File: src/sec_cfg_pkg.sv
// Constants for the secondary-side configuration header register bank
package sec_cfg_pkg;
   // Register byte offsets
   localparam logic [7:0] LAT_HDR_OFFSET   = 8'h4c;
   localparam logic [7:0] MEM_BASE_OFFSET  = 8'h50;
   localparam logic [7:0] IO_BASE_OFFSET   = 8'h54;
   localparam logic [7:0] MEM_XLAT_OFFSET  = 8'he0;
   localparam logic [7:0] MEM_SETUP_OFFSET = 8'he4;
   localparam logic [7:0] IO_SETUP_OFFSET  = 8'hf0;
   localparam logic [7:0] STATUS_OFFSET    = 8'hf4;
   // Field positions
   localparam int LAT_LSB       = 8;
   localparam int MEM_BASE_LSB  = 12;
   localparam int IO_BASE_LSB   = 8;
   localparam int MEM_TYPE_LSB  = 1;
   localparam int MEM_PREF_BIT  = 3;
   localparam int IO_EN_BIT     = 0;
   // Reset values
   localparam logic [7:0]  LAT_RESET_PCI  = 8'h00;
   localparam logic [7:0]  LAT_RESET_PCIX = 8'h40;
   localparam logic [6:0]  HDR_CFG_RESET  = 7'h00;
   localparam logic [31:0] WORD_RESET     = 32'h00000000;
   // Decode width codes
   localparam logic [1:0]  TYPE_32BIT     = 2'h0;
   localparam logic [1:0]  TYPE_64BIT     = 2'h1;
   // AXI responses
   localparam logic [1:0]  RESP_OKAY      = 2'h0;
   localparam logic [1:0]  RESP_SLVERR    = 2'h2;
   // Cycles after reset release before the straps are taken
   localparam logic [2:0]  STRAP_SETTLE   = 3'h4;
endpackage

File: src/strap_sync.sv
// Three-stage synchroniser that accepts a change once stages two and three agree
`timescale 1ns/1ns
module strap_sync (
   input  wire logic core_clk,  // Core clock
   input  wire logic reset_n,   // Synchronous reset, active low
   input  wire logic pin_in,    // Asynchronous pin
   output logic      level_out  // Filtered level
);
   logic stage1_reg;
   logic stage2_reg;
   logic stage3_reg;

   // Shift chain
   always_ff @(posedge core_clk) begin
      if (!reset_n) begin
         stage1_reg <= 1'b0;
         stage2_reg <= 1'b0;
         stage3_reg <= 1'b0;
      end else begin
         stage1_reg <= pin_in;
         stage2_reg <= stage1_reg;
         stage3_reg <= stage2_reg;
      end
   end

   // Update only on agreement
   always_ff @(posedge core_clk) begin
      if (!reset_n) begin
         level_out <= 1'b0;
      end else if (stage2_reg == stage3_reg) begin
         level_out <= stage3_reg;
      end
   end
endmodule

File: src/sec_cfg_regs.sv
// Secondary-side configuration header registers with window decode, AXI4-Lite slave
//
// Local design decision: register access over AXI4-Lite.
`timescale 1ns/1ns
module sec_cfg_regs #(
   parameter int ADDR_W = 8  // AXI address width
) (
   input  wire logic              core_clk,       // Core clock, 250 MHz
   input  wire logic              reset_n,        // Synchronous reset, active low
   input  wire logic              fwd_bridge_pin, // Strap: 1 forward, 0 reverse
   input  wire logic              pcix_mode_pin,  // Strap: 1 PCI-X, 0 PCI
   input  wire logic [ADDR_W-1:0] s_axi_awaddr,   // Write address
   input  wire logic              s_axi_awvalid,  // Write address valid
   output logic                   s_axi_awready,  // Write address ready
   input  wire logic [31:0]       s_axi_wdata,    // Write data
   input  wire logic [3:0]        s_axi_wstrb,    // Write byte strobes
   input  wire logic              s_axi_wvalid,   // Write data valid
   output logic                   s_axi_wready,   // Write data ready
   output logic [1:0]             s_axi_bresp,    // Write response
   output logic                   s_axi_bvalid,   // Write response valid
   input  wire logic              s_axi_bready,   // Write response ready
   input  wire logic [ADDR_W-1:0] s_axi_araddr,   // Read address
   input  wire logic              s_axi_arvalid,  // Read address valid
   output logic                   s_axi_arready,  // Read address ready
   output logic [31:0]            s_axi_rdata,    // Read data
   output logic [1:0]             s_axi_rresp,    // Read response
   output logic                   s_axi_rvalid,   // Read data valid
   input  wire logic              s_axi_rready,   // Read data ready
   input  wire logic [31:0]       probe_addr,     // Secondary bus address to decode
   input  wire logic              probe_mem,      // Probe is a memory access
   input  wire logic              probe_valid,    // Probe strobe
   output logic                   csr_hit,        // Access claimed for own registers
   output logic                   fwd_hit,        // Access claimed for upstream forwarding
   output logic                   io_hit,         // Access claimed in I/O window
   output logic [31:0]            fwd_addr        // Translated upstream address
);
   import sec_cfg_pkg::*;

   // Parameter check
   if (ADDR_W < 8) begin : g_bad_addr_w
      $error("ADDR_W must be at least 8");
   end

   localparam int MEM_W = 32 - MEM_BASE_LSB;
   localparam int IO_W  = 32 - IO_BASE_LSB;

   // Strap and mode state
   logic       fwd_sync;
   logic       pcix_sync;
   logic [2:0] settle_reg;
   logic       strap_done_reg;
   logic       fwd_mode_reg;
   logic       pcix_mode_reg;

   // Configuration state
   logic [7:0]       lat_reg;
   logic [MEM_W-1:0] mem_base_reg;
   logic [MEM_W-1:0] mem_mask_reg;
   logic [MEM_W-1:0] mem_xlat_reg;
   logic [1:0]       mem_type_reg;
   logic             mem_pref_reg;
   logic [IO_W-1:0]  io_base_reg;
   logic             io_en_reg;

   // AXI state
   logic [ADDR_W-1:0] aw_addr_reg;
   logic              aw_held_reg;
   logic [31:0]       w_data_reg;
   logic [3:0]        w_strb_reg;
   logic              w_held_reg;

   logic aw_fire;
   logic w_fire;
   logic ar_fire;
   logic wr_do;
   logic [7:0] wr_off;
   logic [7:0] rd_off;
   logic [31:0] rd_word;
   logic        rd_ok;
   logic        wr_ok;
   logic [MEM_W-1:0] mem_mask_next;
   logic [MEM_W-1:0] mem_base_next;
   logic [IO_W-1:0]  io_mask;
   logic [31:0] wr_word;
   logic [31:0] wr_lanes;

   strap_sync u_fwd_sync (
      .core_clk  (core_clk),
      .reset_n   (reset_n),
      .pin_in    (fwd_bridge_pin),
      .level_out (fwd_sync)
   );

   strap_sync u_pcix_sync (
      .core_clk  (core_clk),
      .reset_n   (reset_n),
      .pin_in    (pcix_mode_pin),
      .level_out (pcix_sync)
   );

   // Strap capture after the synchronisers have settled
   always_ff @(posedge core_clk) begin
      if (!reset_n) begin
         settle_reg     <= 3'h0;
         strap_done_reg <= 1'b0;
         fwd_mode_reg   <= 1'b0;
         pcix_mode_reg  <= 1'b0;
      end else if (!strap_done_reg) begin
         settle_reg <= settle_reg + 3'h1;
         if (settle_reg == STRAP_SETTLE) begin
            strap_done_reg <= 1'b1;
            fwd_mode_reg   <= fwd_sync;
            pcix_mode_reg  <= pcix_sync;
         end
      end
   end

   // Handshake strobes
   assign aw_fire = s_axi_awvalid & s_axi_awready;
   assign w_fire  = s_axi_wvalid & s_axi_wready;
   assign ar_fire = s_axi_arvalid & s_axi_arready;
   assign wr_do   = aw_held_reg & w_held_reg & ~s_axi_bvalid;
   assign wr_off  = {aw_addr_reg[7:2], 2'b00};
   assign rd_off  = {s_axi_araddr[7:2], 2'b00};
   assign wr_lanes = {{8{w_strb_reg[3]}}, {8{w_strb_reg[2]}}, {8{w_strb_reg[1]}}, {8{w_strb_reg[0]}}};
   assign wr_word = w_data_reg & wr_lanes;  // Unstrobed lanes read as zero

   // Write address capture
   always_ff @(posedge core_clk) begin
      if (!reset_n) begin
         aw_held_reg   <= 1'b0;
         aw_addr_reg   <= '0;
         s_axi_awready <= 1'b0;
      end else begin
         if (aw_fire) begin
            aw_addr_reg <= s_axi_awaddr;
         end
         if (aw_held_reg) begin
            aw_held_reg   <= ~wr_do;
            s_axi_awready <= wr_do;
         end else begin
            aw_held_reg   <= aw_fire;
            s_axi_awready <= ~aw_fire;
         end
      end
   end

   // Write data capture
   always_ff @(posedge core_clk) begin
      if (!reset_n) begin
         w_held_reg   <= 1'b0;
         w_data_reg   <= WORD_RESET;
         w_strb_reg   <= 4'h0;
         s_axi_wready <= 1'b0;
      end else begin
         if (w_fire) begin
            w_data_reg <= s_axi_wdata;
            w_strb_reg <= s_axi_wstrb;
         end
         if (w_held_reg) begin
            w_held_reg   <= ~wr_do;
            s_axi_wready <= wr_do;
         end else begin
            w_held_reg   <= w_fire;
            s_axi_wready <= ~w_fire;
         end
      end
   end

   // Mapped write offsets
   always_comb begin
      case (wr_off)
         LAT_HDR_OFFSET, MEM_BASE_OFFSET, IO_BASE_OFFSET,
         MEM_XLAT_OFFSET, MEM_SETUP_OFFSET, IO_SETUP_OFFSET,
         STATUS_OFFSET: wr_ok = 1'b1;
         default:       wr_ok = 1'b0;
      endcase
   end

   // Write response
   always_ff @(posedge core_clk) begin
      if (!reset_n) begin
         s_axi_bvalid <= 1'b0;
         s_axi_bresp  <= RESP_OKAY;
      end else if (wr_do) begin
         s_axi_bvalid <= 1'b1;
         s_axi_bresp  <= wr_ok ? RESP_OKAY : RESP_SLVERR;
      end else if (s_axi_bready) begin
         s_axi_bvalid <= 1'b0;
      end
   end

   // Latency timer: strap default, then software in forward mode only
   always_ff @(posedge core_clk) begin
      if (!reset_n) begin
         lat_reg <= LAT_RESET_PCI;
      end else if (!strap_done_reg) begin
         lat_reg <= (settle_reg == STRAP_SETTLE && fwd_sync && pcix_sync) ? LAT_RESET_PCIX : LAT_RESET_PCI;
      end else if (!fwd_mode_reg) begin
         lat_reg <= LAT_RESET_PCI;
      end else if (wr_do && wr_off == LAT_HDR_OFFSET && w_strb_reg[1]) begin
         lat_reg <= w_data_reg[LAT_LSB +: 8];
      end
   end

   // Setup legalisation: ones run down from bit 31, so 4KB to 2GB
   always_comb begin
      mem_mask_next = '0;
      mem_mask_next[MEM_W-1] = wr_word[31];
      for (int i = MEM_W - 2; i >= 0; i--) begin
         mem_mask_next[i] = wr_word[i + MEM_BASE_LSB] & mem_mask_next[i+1];
      end
   end

   // Memory window setup, type and prefetch
   always_ff @(posedge core_clk) begin
      if (!reset_n) begin
         mem_mask_reg <= '0;
         mem_type_reg <= TYPE_32BIT;
         mem_pref_reg <= 1'b0;
      end else if (wr_do && wr_off == MEM_SETUP_OFFSET) begin
         mem_mask_reg <= mem_mask_next;
         mem_type_reg <= (wr_word[MEM_TYPE_LSB +: 2] == TYPE_64BIT) ?
                         TYPE_64BIT : TYPE_32BIT;
         mem_pref_reg <= wr_word[MEM_PREF_BIT];
      end
   end

   // Base bits follow the setup mask
   assign mem_base_next = (mem_base_reg & ~mem_mask_reg) |
                          (wr_word[31:MEM_BASE_LSB] & mem_mask_reg);

   // Memory window base
   always_ff @(posedge core_clk) begin
      if (!reset_n) begin
         mem_base_reg <= '0;
      end else if (wr_do && wr_off == MEM_BASE_OFFSET) begin
         mem_base_reg <= (mem_base_reg & ~wr_lanes[31:MEM_BASE_LSB]) |
                         (mem_base_next & wr_lanes[31:MEM_BASE_LSB]);
      end
   end

   // Translated base for forwarding
   always_ff @(posedge core_clk) begin
      if (!reset_n) begin
         mem_xlat_reg <= '0;
      end else if (wr_do && wr_off == MEM_XLAT_OFFSET) begin
         mem_xlat_reg <= (mem_xlat_reg & ~wr_lanes[31:MEM_BASE_LSB]) | wr_word[31:MEM_BASE_LSB];
      end
   end

   // I/O window enable and base
   always_ff @(posedge core_clk) begin
      if (!reset_n) begin
         io_en_reg   <= 1'b0;
         io_base_reg <= '0;
      end else begin
         if (wr_do && wr_off == IO_SETUP_OFFSET && w_strb_reg[0]) begin
            io_en_reg <= w_data_reg[IO_EN_BIT];
         end
         if (wr_do && wr_off == IO_BASE_OFFSET && io_en_reg) begin
            io_base_reg <= (io_base_reg & ~wr_lanes[31:IO_BASE_LSB]) | wr_word[31:IO_BASE_LSB];
         end
      end
   end
   assign io_mask = io_en_reg ? '1 : '0;  // All base bits decoded while enabled

   // Read multiplexer; reserved bits are zero
   always_comb begin
      rd_word = WORD_RESET;
      rd_ok   = 1'b1;
      case (rd_off)
         LAT_HDR_OFFSET: begin
            rd_word[LAT_LSB +: 8] = lat_reg;
            rd_word[22:16] = HDR_CFG_RESET;
            rd_word[23]    = 1'b0;
            rd_word[31:24] = 8'h00;
         end
         MEM_BASE_OFFSET: begin
            rd_word[0]                 = 1'b0;
            rd_word[MEM_TYPE_LSB +: 2] = mem_type_reg;
            rd_word[MEM_PREF_BIT]      = mem_pref_reg;
            rd_word[31:MEM_BASE_LSB]   = mem_base_reg & mem_mask_reg;
         end
         IO_BASE_OFFSET: begin
            rd_word[0]              = 1'b1;
            rd_word[31:IO_BASE_LSB] = io_base_reg & io_mask;
         end
         MEM_XLAT_OFFSET: rd_word[31:MEM_BASE_LSB] = mem_xlat_reg;
         MEM_SETUP_OFFSET: begin
            rd_word[MEM_TYPE_LSB +: 2] = mem_type_reg;
            rd_word[MEM_PREF_BIT]      = mem_pref_reg;
            rd_word[31:MEM_BASE_LSB]   = mem_mask_reg;
         end
         IO_SETUP_OFFSET: rd_word[IO_EN_BIT] = io_en_reg;
         STATUS_OFFSET: begin
            rd_word[0] = fwd_mode_reg;
            rd_word[1] = pcix_mode_reg;
            rd_word[2] = strap_done_reg;
         end
         default: rd_ok = 1'b0;
      endcase
   end

   // Read channel
   always_ff @(posedge core_clk) begin
      if (!reset_n) begin
         s_axi_arready <= 1'b0;
         s_axi_rvalid  <= 1'b0;
         s_axi_rdata   <= WORD_RESET;
         s_axi_rresp   <= RESP_OKAY;
      end else begin
         if (ar_fire) begin
            s_axi_rvalid <= 1'b1;
            s_axi_rdata  <= rd_word;
            s_axi_rresp  <= rd_ok ? RESP_OKAY : RESP_SLVERR;
         end else if (s_axi_rready) begin
            s_axi_rvalid <= 1'b0;
         end
         s_axi_arready <= ~(ar_fire | (s_axi_rvalid & ~s_axi_rready));
      end
   end

   // Window compare
   logic mem_match;
   logic io_match;
   logic mem_low_page;
   window_match #(.W(MEM_W)) u_mem_match (
      .addr  (probe_addr[31:MEM_BASE_LSB]),
      .base  (mem_base_reg),
      .mask  (mem_mask_reg),
      .match (mem_match)
   );
   window_match #(.W(IO_W)) u_io_match (
      .addr  (probe_addr[31:IO_BASE_LSB]),
      .base  (io_base_reg),
      .mask  (io_mask),
      .match (io_match)
   );
   // First 4KB page of the window lies at the base itself
   assign mem_low_page = (probe_addr[31:MEM_BASE_LSB] == (mem_base_reg & mem_mask_reg));

   // Registered claim outputs
   always_ff @(posedge core_clk) begin
      if (!reset_n) begin
         csr_hit  <= 1'b0;
         fwd_hit  <= 1'b0;
         io_hit   <= 1'b0;
         fwd_addr <= WORD_RESET;
      end else begin
         csr_hit <= probe_valid & probe_mem & mem_match & mem_low_page;
         fwd_hit <= probe_valid & probe_mem & mem_match & ~mem_low_page;
         io_hit  <= probe_valid & ~probe_mem & io_match;
         fwd_addr <= {(mem_xlat_reg & mem_mask_reg) |
                      (probe_addr[31:MEM_BASE_LSB] & ~mem_mask_reg),
                      probe_addr[MEM_BASE_LSB-1:0]};
      end
   end
endmodule

File: src/window_match.sv
// Masked address compare; an all-zero mask disables the window
`timescale 1ns/1ns
module window_match #(
   parameter int W = 20  // Compared address bits
) (
   input  wire logic [W-1:0] addr,  // Upper address bits
   input  wire logic [W-1:0] base,  // Window base bits
   input  wire logic [W-1:0] mask,  // Decoded bits, ones from the top
   output logic              match  // Address inside window
);
   if (W < 1) begin : g_bad_w
      $error("W must be positive");
   end

   // Compare decoded bits only
   assign match = mask[W-1] & (((addr ^ base) & mask) == '0);
endmodule

File: config.mk
export PLATFORM = sky130hd
export DESIGN_NAME = sec_cfg_regs
export DESIGN_NICKNAME = d
export VERILOG_FILES = /design/src/sec_cfg_pkg.sv /design/src/strap_sync.sv /design/src/sec_cfg_regs.sv /design/src/window_match.sv
export SDC_FILE = /design/constraint.sdc
export NUM_CORES = 1
export LEC_CHECK = 0
export ABC_AREA = 1
export CAP_MARGIN = 5
export CORE_UTILIZATION = 55
export CTS_CLUSTER_DIAMETER = 80
export DETAILED_ROUTE_END_ITERATION = 12
export DONT_BUFFER_PORTS = 1
export GPL_TIMING_DRIVEN = 0
export HOLD_SLACK_MARGIN = 0.15
export PLACE_DENSITY = 0.68
export SYNTH_ARGS = -nofsm -noshare
export SYNTH_HDL_FRONTEND = slang
export SYNTH_SLANG_ARGS = --single-unit
File: constraint.sdc
create_clock -name core_clk -period 1.9 [get_ports core_clk]
set_input_delay 0.285 -clock core_clk [delete_from_list [all_inputs] [get_ports core_clk]]
set_output_delay 0.285 -clock core_clk [all_outputs]
set_load 0.005 [all_outputs]
### Word level (Yosys, flattened, before mapping)

Index checks and enable logic that the tools add are counted.

* add/subtract/negate cells: 1
* equal/unequal tests: 20
* mux-type cells: 25
* bitwise operators: 66
* reduce and logical (&&, ||, !) cells: 19

Operators by type and width (number)
* AND 20 bit: 9
* case mux 20 bit (5 select lines): 1
* OR 20 bit: 4
* AND 24 bit: 3
* equality test 6 bit, second input constant: 8
* NOT 20 bit: 2
* equality test 6 x 5 -> 1 bit, second input constant: 6
* AND 1 bit: 33
* AND 32 bit: 1
* logical NOT 24 bit: 1
* 2-to-1 mux 24 bit: 1
* 2-to-1 mux 8 bit: 3
* NOT 24 bit: 1
* OR 24 bit: 1
* XOR 24 bit: 1
* equality test 20 bit: 1
* logical NOT 20 bit: 1
* XOR 20 bit: 1
* 2-to-1 mux 1 bit: 14
* OR reduction 7 bit: 2
* logical AND 1 bit: 11
* NOT 1 bit: 9
* case mux 4 bit (2 select lines): 1
* 2-to-1 mux 7 bit: 1
* other kinds (12): 15

* register bits after elaboration: 228
* input port bits: 95
* output and inout bits: 76
* logic and storage cells: 168

### Longest topological paths before layout

* word-level depth: 20
* gate-level depth with buffers: 13
* mapped depth without buffers: 12

### Modules after synthesis

From an unflattened synthesis, not the netlist that was laid out.

* cell total of the unflattened synthesis: 1353
* area total of the unflattened synthesis: 9693.0 µm²

Modules (own cells, without submodules)
* sec_cfg_regs: times used 1, cells an instance 1093, area each 8496.9 µm², sequential area each 4224.1 µm²
* window_match at u_io_match: times used 1, cells an instance 134, area each 531.8 µm², sequential area each 0.0 µm²
* window_match at u_mem_match: times used 1, cells an instance 100, area each 431.7 µm², sequential area each 0.0 µm²
* strap_sync: times used 2, cells an instance 13, area each 116.4 µm², sequential area each 80.1 µm²

### Least setup slack after synthesis

No wires, ideal clock.

* path type: register to register
* start: register w_strb_reg[3]
* end: register mem_mask_reg[0]
* library setup time: 0.067 ns
* arrival time: 1.630 ns
* data required time: 1.833 ns
* slack: 0.202 ns
* stages on the path, launching flop included: 14
* path buffers: 1
* clock period less this slack: 1.698 ns
* path through: dfxtp_1 > buf_6 > nand2_4 > nor2_8 > nand4_4 > nor2_4 > nand4_4 > nor2_4 > nand4_4 > nor2_4 > nand3_2 > nor2_4 > nand3_2 > a21oi_2

* word-level cells in the longest chain between the ends: 20

Ends and longest elaborated chain
* start: declaration: line sec_cfg_regs.sv:69 `logic [3:0] w_strb_reg;`
* start signal: assignment: line sec_cfg_regs.sv:158 `w_strb_reg <= s_axi_wstrb;`
* AND 32 bit *: line sec_cfg_regs.sv:126 `assign wr_word = w_data_reg & wr_lanes;`
* AND 1 bit (6 in series): line sec_cfg_regs.sv:211 `mem_mask_next[i] = wr_word[i + MEM_BASE_LSB] & mem_mask_next[i+1];`
* AND 1 bit * (13 in series): line sec_cfg_regs.sv:211
* end signal: assignment: line sec_cfg_regs.sv:222 `mem_mask_reg <= mem_mask_next;`
* end: declaration: line sec_cfg_regs.sv:58 `logic [MEM_W-1:0] mem_mask_reg;`

Every way passes the cells marked *; elsewhere a longest branch is shown, timed or not.
A chain may end at the register's enable or synchronous reset.

### Worst setup path in the final report

* start: register w_strb_reg[2]
* end: register mem_mask_reg[0]

* word-level cells in the longest chain between the ends: 13

Ends and longest elaborated chain (line)
* AND 32 bit *: sec_cfg_regs.sv:126
* AND 1 bit (7 in series): sec_cfg_regs.sv:211
* AND 1 bit * (5 in series): sec_cfg_regs.sv:211

Marked as above.

==> results by group <==
Worst setup path
  • Worst path arrival time: 2390 ps
  • Crit Path Category: flop to flop
  • Data required, critical path: 2350 ps
  • CP Capture Type: flop
  • Type of origin of the critical path: flop
  • CP Max Fanout: 10

Synth
  • Cell variety after synth: 47
  • Syn Area/Cell: 7.59 sq um
  • Synth warn: 0
  • Top_reg_cell synth: dfxtp_1
  • Xor-xnor portion of the synthesized cell area: 1.04%
  • Synth Area in Compound Gates: 24.6%
  • Mux cell area share after synthesis: 0%
  • Flops & latches, synth: 219
  • Simple-gate share of the synthesized area: 17.4%
  • Asr flop ratio synth: 0%
  • Synthesized netlist cell count: 1221
  • Synthesized area: 9270 sq um
  • Register area share after synthesis: 47.3%
  • Largest family of logic cells by synthesized area: compound AO/OA/AOI/OAI gates
  • Adder-cell share of the synthesized area: 0.270%
  • Post-synth EDFFs: 0

CTS
  • H-Tree Level Count: 1
  • Clock Sinks: 219
  • Clk slew on worst S/H paths: 60 ps
  • Total CTS buffers: 23
  • TritonCTS clock tree: built
  • CTS max path bufs: 3
  • CTS Root Cell: clkbuf_16
  • Skew-Pair Late Insertion Delay: 530 ps

STA
  • Final period util: 102%
  • Maximum achievable frequency: 515 MHz
  • Worst slew pin tran: 995 ps
  • Hold WS: 173 ps
  • Setup_tns: -51.5 ps
  • Worst Skew: 19.3 ps
  • Hold violation count in the final report: 0
  • Max-slew violation count: 0
  • RSZ-0062 raised after global routing: yes
  • Slew margin rel.: 33.7%
  • Post-route worst setup slack: -41.9 ps
  • Final min period: 1940 ps
  • # setup viols final: 2

Status
  • Failing checks: negative setup slack
  • Status: complete, but fails checks

Drt
  • DRC: 0
  • Initial DRC count: 1286
  • DR vias: 9652
  • Pre-Repair DR Iteration Count: 7
  • Routed WL: 34600 microns
  • ANT nets after route: 0
  • WL/cell: 21.8 microns
  • Drt via density: 6.08

Global route
  • Largest net degree at the start of global routing: 14
  • Met1 GRT Util: 50.7%
  • Total track usage: 38.7%
  • Initial antenna violation count: 0
  • First-pass GRT wire length: 50900 microns
  • Gr busiest metal: met2
  • Met2 Usage GRT: 60.4%
  • Grt met3 use: 8.34%
  • Vias in the first global route: 8701
  • GRT overflow: 0

Floorplan
  • Num rows: 47
  • Starting density of the core: 56.1%
  • Die Ht: 132 microns
  • Die W: 132 microns
  • Die Area: 17400 sq um
  • Core Region: 16500 sq um
  • IO Count: 171

Run
  • Total of max-cap violations: 0

Final layout
  • Fin util: 70.0%
  • Area Overhead vs Synth: 24.8%
  • Nets: 1448
  • Share of cells above drive strength 1: 11.5%
  • Inserted Diodes: 0

Min path
  • HP Class: input pin to flop

Power
  • P per Cell Area: 896 nW/um^2
  • Max VDD drop: 697 uV
  • Total Power: 10.4 mW
  • Static Leak: 4.45 nW

Place
  • Dpl ws: -351 ps
  • IO buf count: 0
  • GPL Wtd Cong: 1.00
  • Detailed Place HPWL: 23300 microns
[worst paths after layout]
| path | slack [ps] | depth (start not counted) | end | start |
|---|---|---|---|---|
| worst min-delay path | 170 | 4 | io_hit$_SDFF_PN0_ | probe_addr[29] |
| worst min register to register | 410 | 2 | u_fwd_sync.stage2_reg$_SDFF_PN0_ | u_fwd_sync.stage1_reg$_SDFF_PN0_ |
| worst max-delay path | -40 | 7 | mem_mask_reg[0]$_SDFFE_PN0P_ | w_strb_reg[2]$_SDFFE_PN0P_ |
| worst max register to register | -40 | 7 | mem_mask_reg[0]$_SDFFE_PN0P_ | w_strb_reg[2]$_SDFFE_PN0P_ |
[cell families (layout without fill, tap and decap cells)]
group,after synthesis,in the layout
XOR/XNOR,11,11
AND/OR/NAND/NOR,362,362
flip-flops,219,219
adder cells (fa/ha/maj),2,2
other,1,6
AO/OA/AOI/OAI,405,405
buffers and inverters,221,363
[cells in the mapped netlist, types with 6 or more instances]
master / n / share of area, %
or2_2: 6 / 0.41
a211oi_1: 22 / 1.8
xnor2_1: 9 / 0.85
nand3_1: 38 / 2.1
buf_1: 6 / 0.24
clkbuf_1: 45 / 1.8
nor2_1: 132 / 5.3
o21ai_0: 152 / 8.2
dfxtp_1: 219 / 47
nor4_1: 6 / 0.41
a21oi_1: 162 / 8.7
o211ai_1: 6 / 0.49
o22ai_1: 14 / 0.95
nor3_1: 10 / 0.54
inv_1: 145 / 5.9
nand2_1: 143 / 5.8
nand4_1: 11 / 0.74
a311oi_1: 9 / 0.85
inv_2: 11 / 0.45
a221oi_1: 13 / 1.2
a31oi_1: 9 / 0.61
buf_4: 6 / 0.49
[through the flow]
step	cell area, sq um	instances
3_5_place_dp	9560	1446
3_3_place_gp	9560	1446
6_report	11600	1588
4_1_cts	11300	1579
2_1_floorplan	9290	1226
5_1_grt	11600	1588
[cell usage in the layout, fill, tap and decap left out, types with 5 or more instances in the layout]
cell type,instances
o21ai_0,151
nand2_2,5
or2_2,6
clkbuf_8,8
nor3_1,8
nor2_4,14
inv_2,13
dlygate4sd3_1,82
a311oi_1,9
clkinv_2,5
a21oi_1,160
o221ai_1,5
conb_1,6
nor4_1,5
nor2_2,8
a221oi_1,12
dfxtp_1,213
nand3_1,37
inv_1,142
a31oi_1,9
buf_4,27
nand2_1,137
o211ai_1,6
xnor2_1,9
clkbuf_16,23
nor2_1,116
o22ai_1,14
clkbuf_1,39
a211oi_1,18
nand4_1,11
[where the power goes]
part	switching (mW)	internal [mW]	leakage, nW
logic	0.499	0.290	2.27
registers	0.148	4.76	1.79
clock network	1.89	2.77	0.391
[final cells by class]
cell class                      instances  area (sq um)
Fill cell                            1407          4960
Sequential cell                       219          4400
Multi-Input combinational cell        786          4220
Timing Repair Buffer                  101           977
Clock buffer                           34           687
Inverter                              159           604
Buffer                                 59           292
Tap cell                              220           275
Clock inverter                          8          93.8
Timing Repair inverter                  2          15.0
[critical path, stage by stage (launching register included)]
cell and delay (ps):
dfxtp_1 480, clkbuf_1 520, nand2_1 190, nor2_4 200, nand3_4 110, nor2_4 140, nand3_2 90, a21oi_2 160
[per-layer routing]
metal	vias up	part of all wire, %
met4	0	5.5
li1	4380	-
met3	137	12
met2	661	44
met5	-	0
met1	4474	38
[repair_timing]
action	in CTS	in global routing
buffers inserted	10	8
hold buffers	82	0
endpoints found under the setup margin	82	104
gates cloned	0	3
pin swaps	9	14
endpoints found under the hold margin	82	0
resized for setup	32	64
No activity file was read; power rests on OpenSTA's default activity.
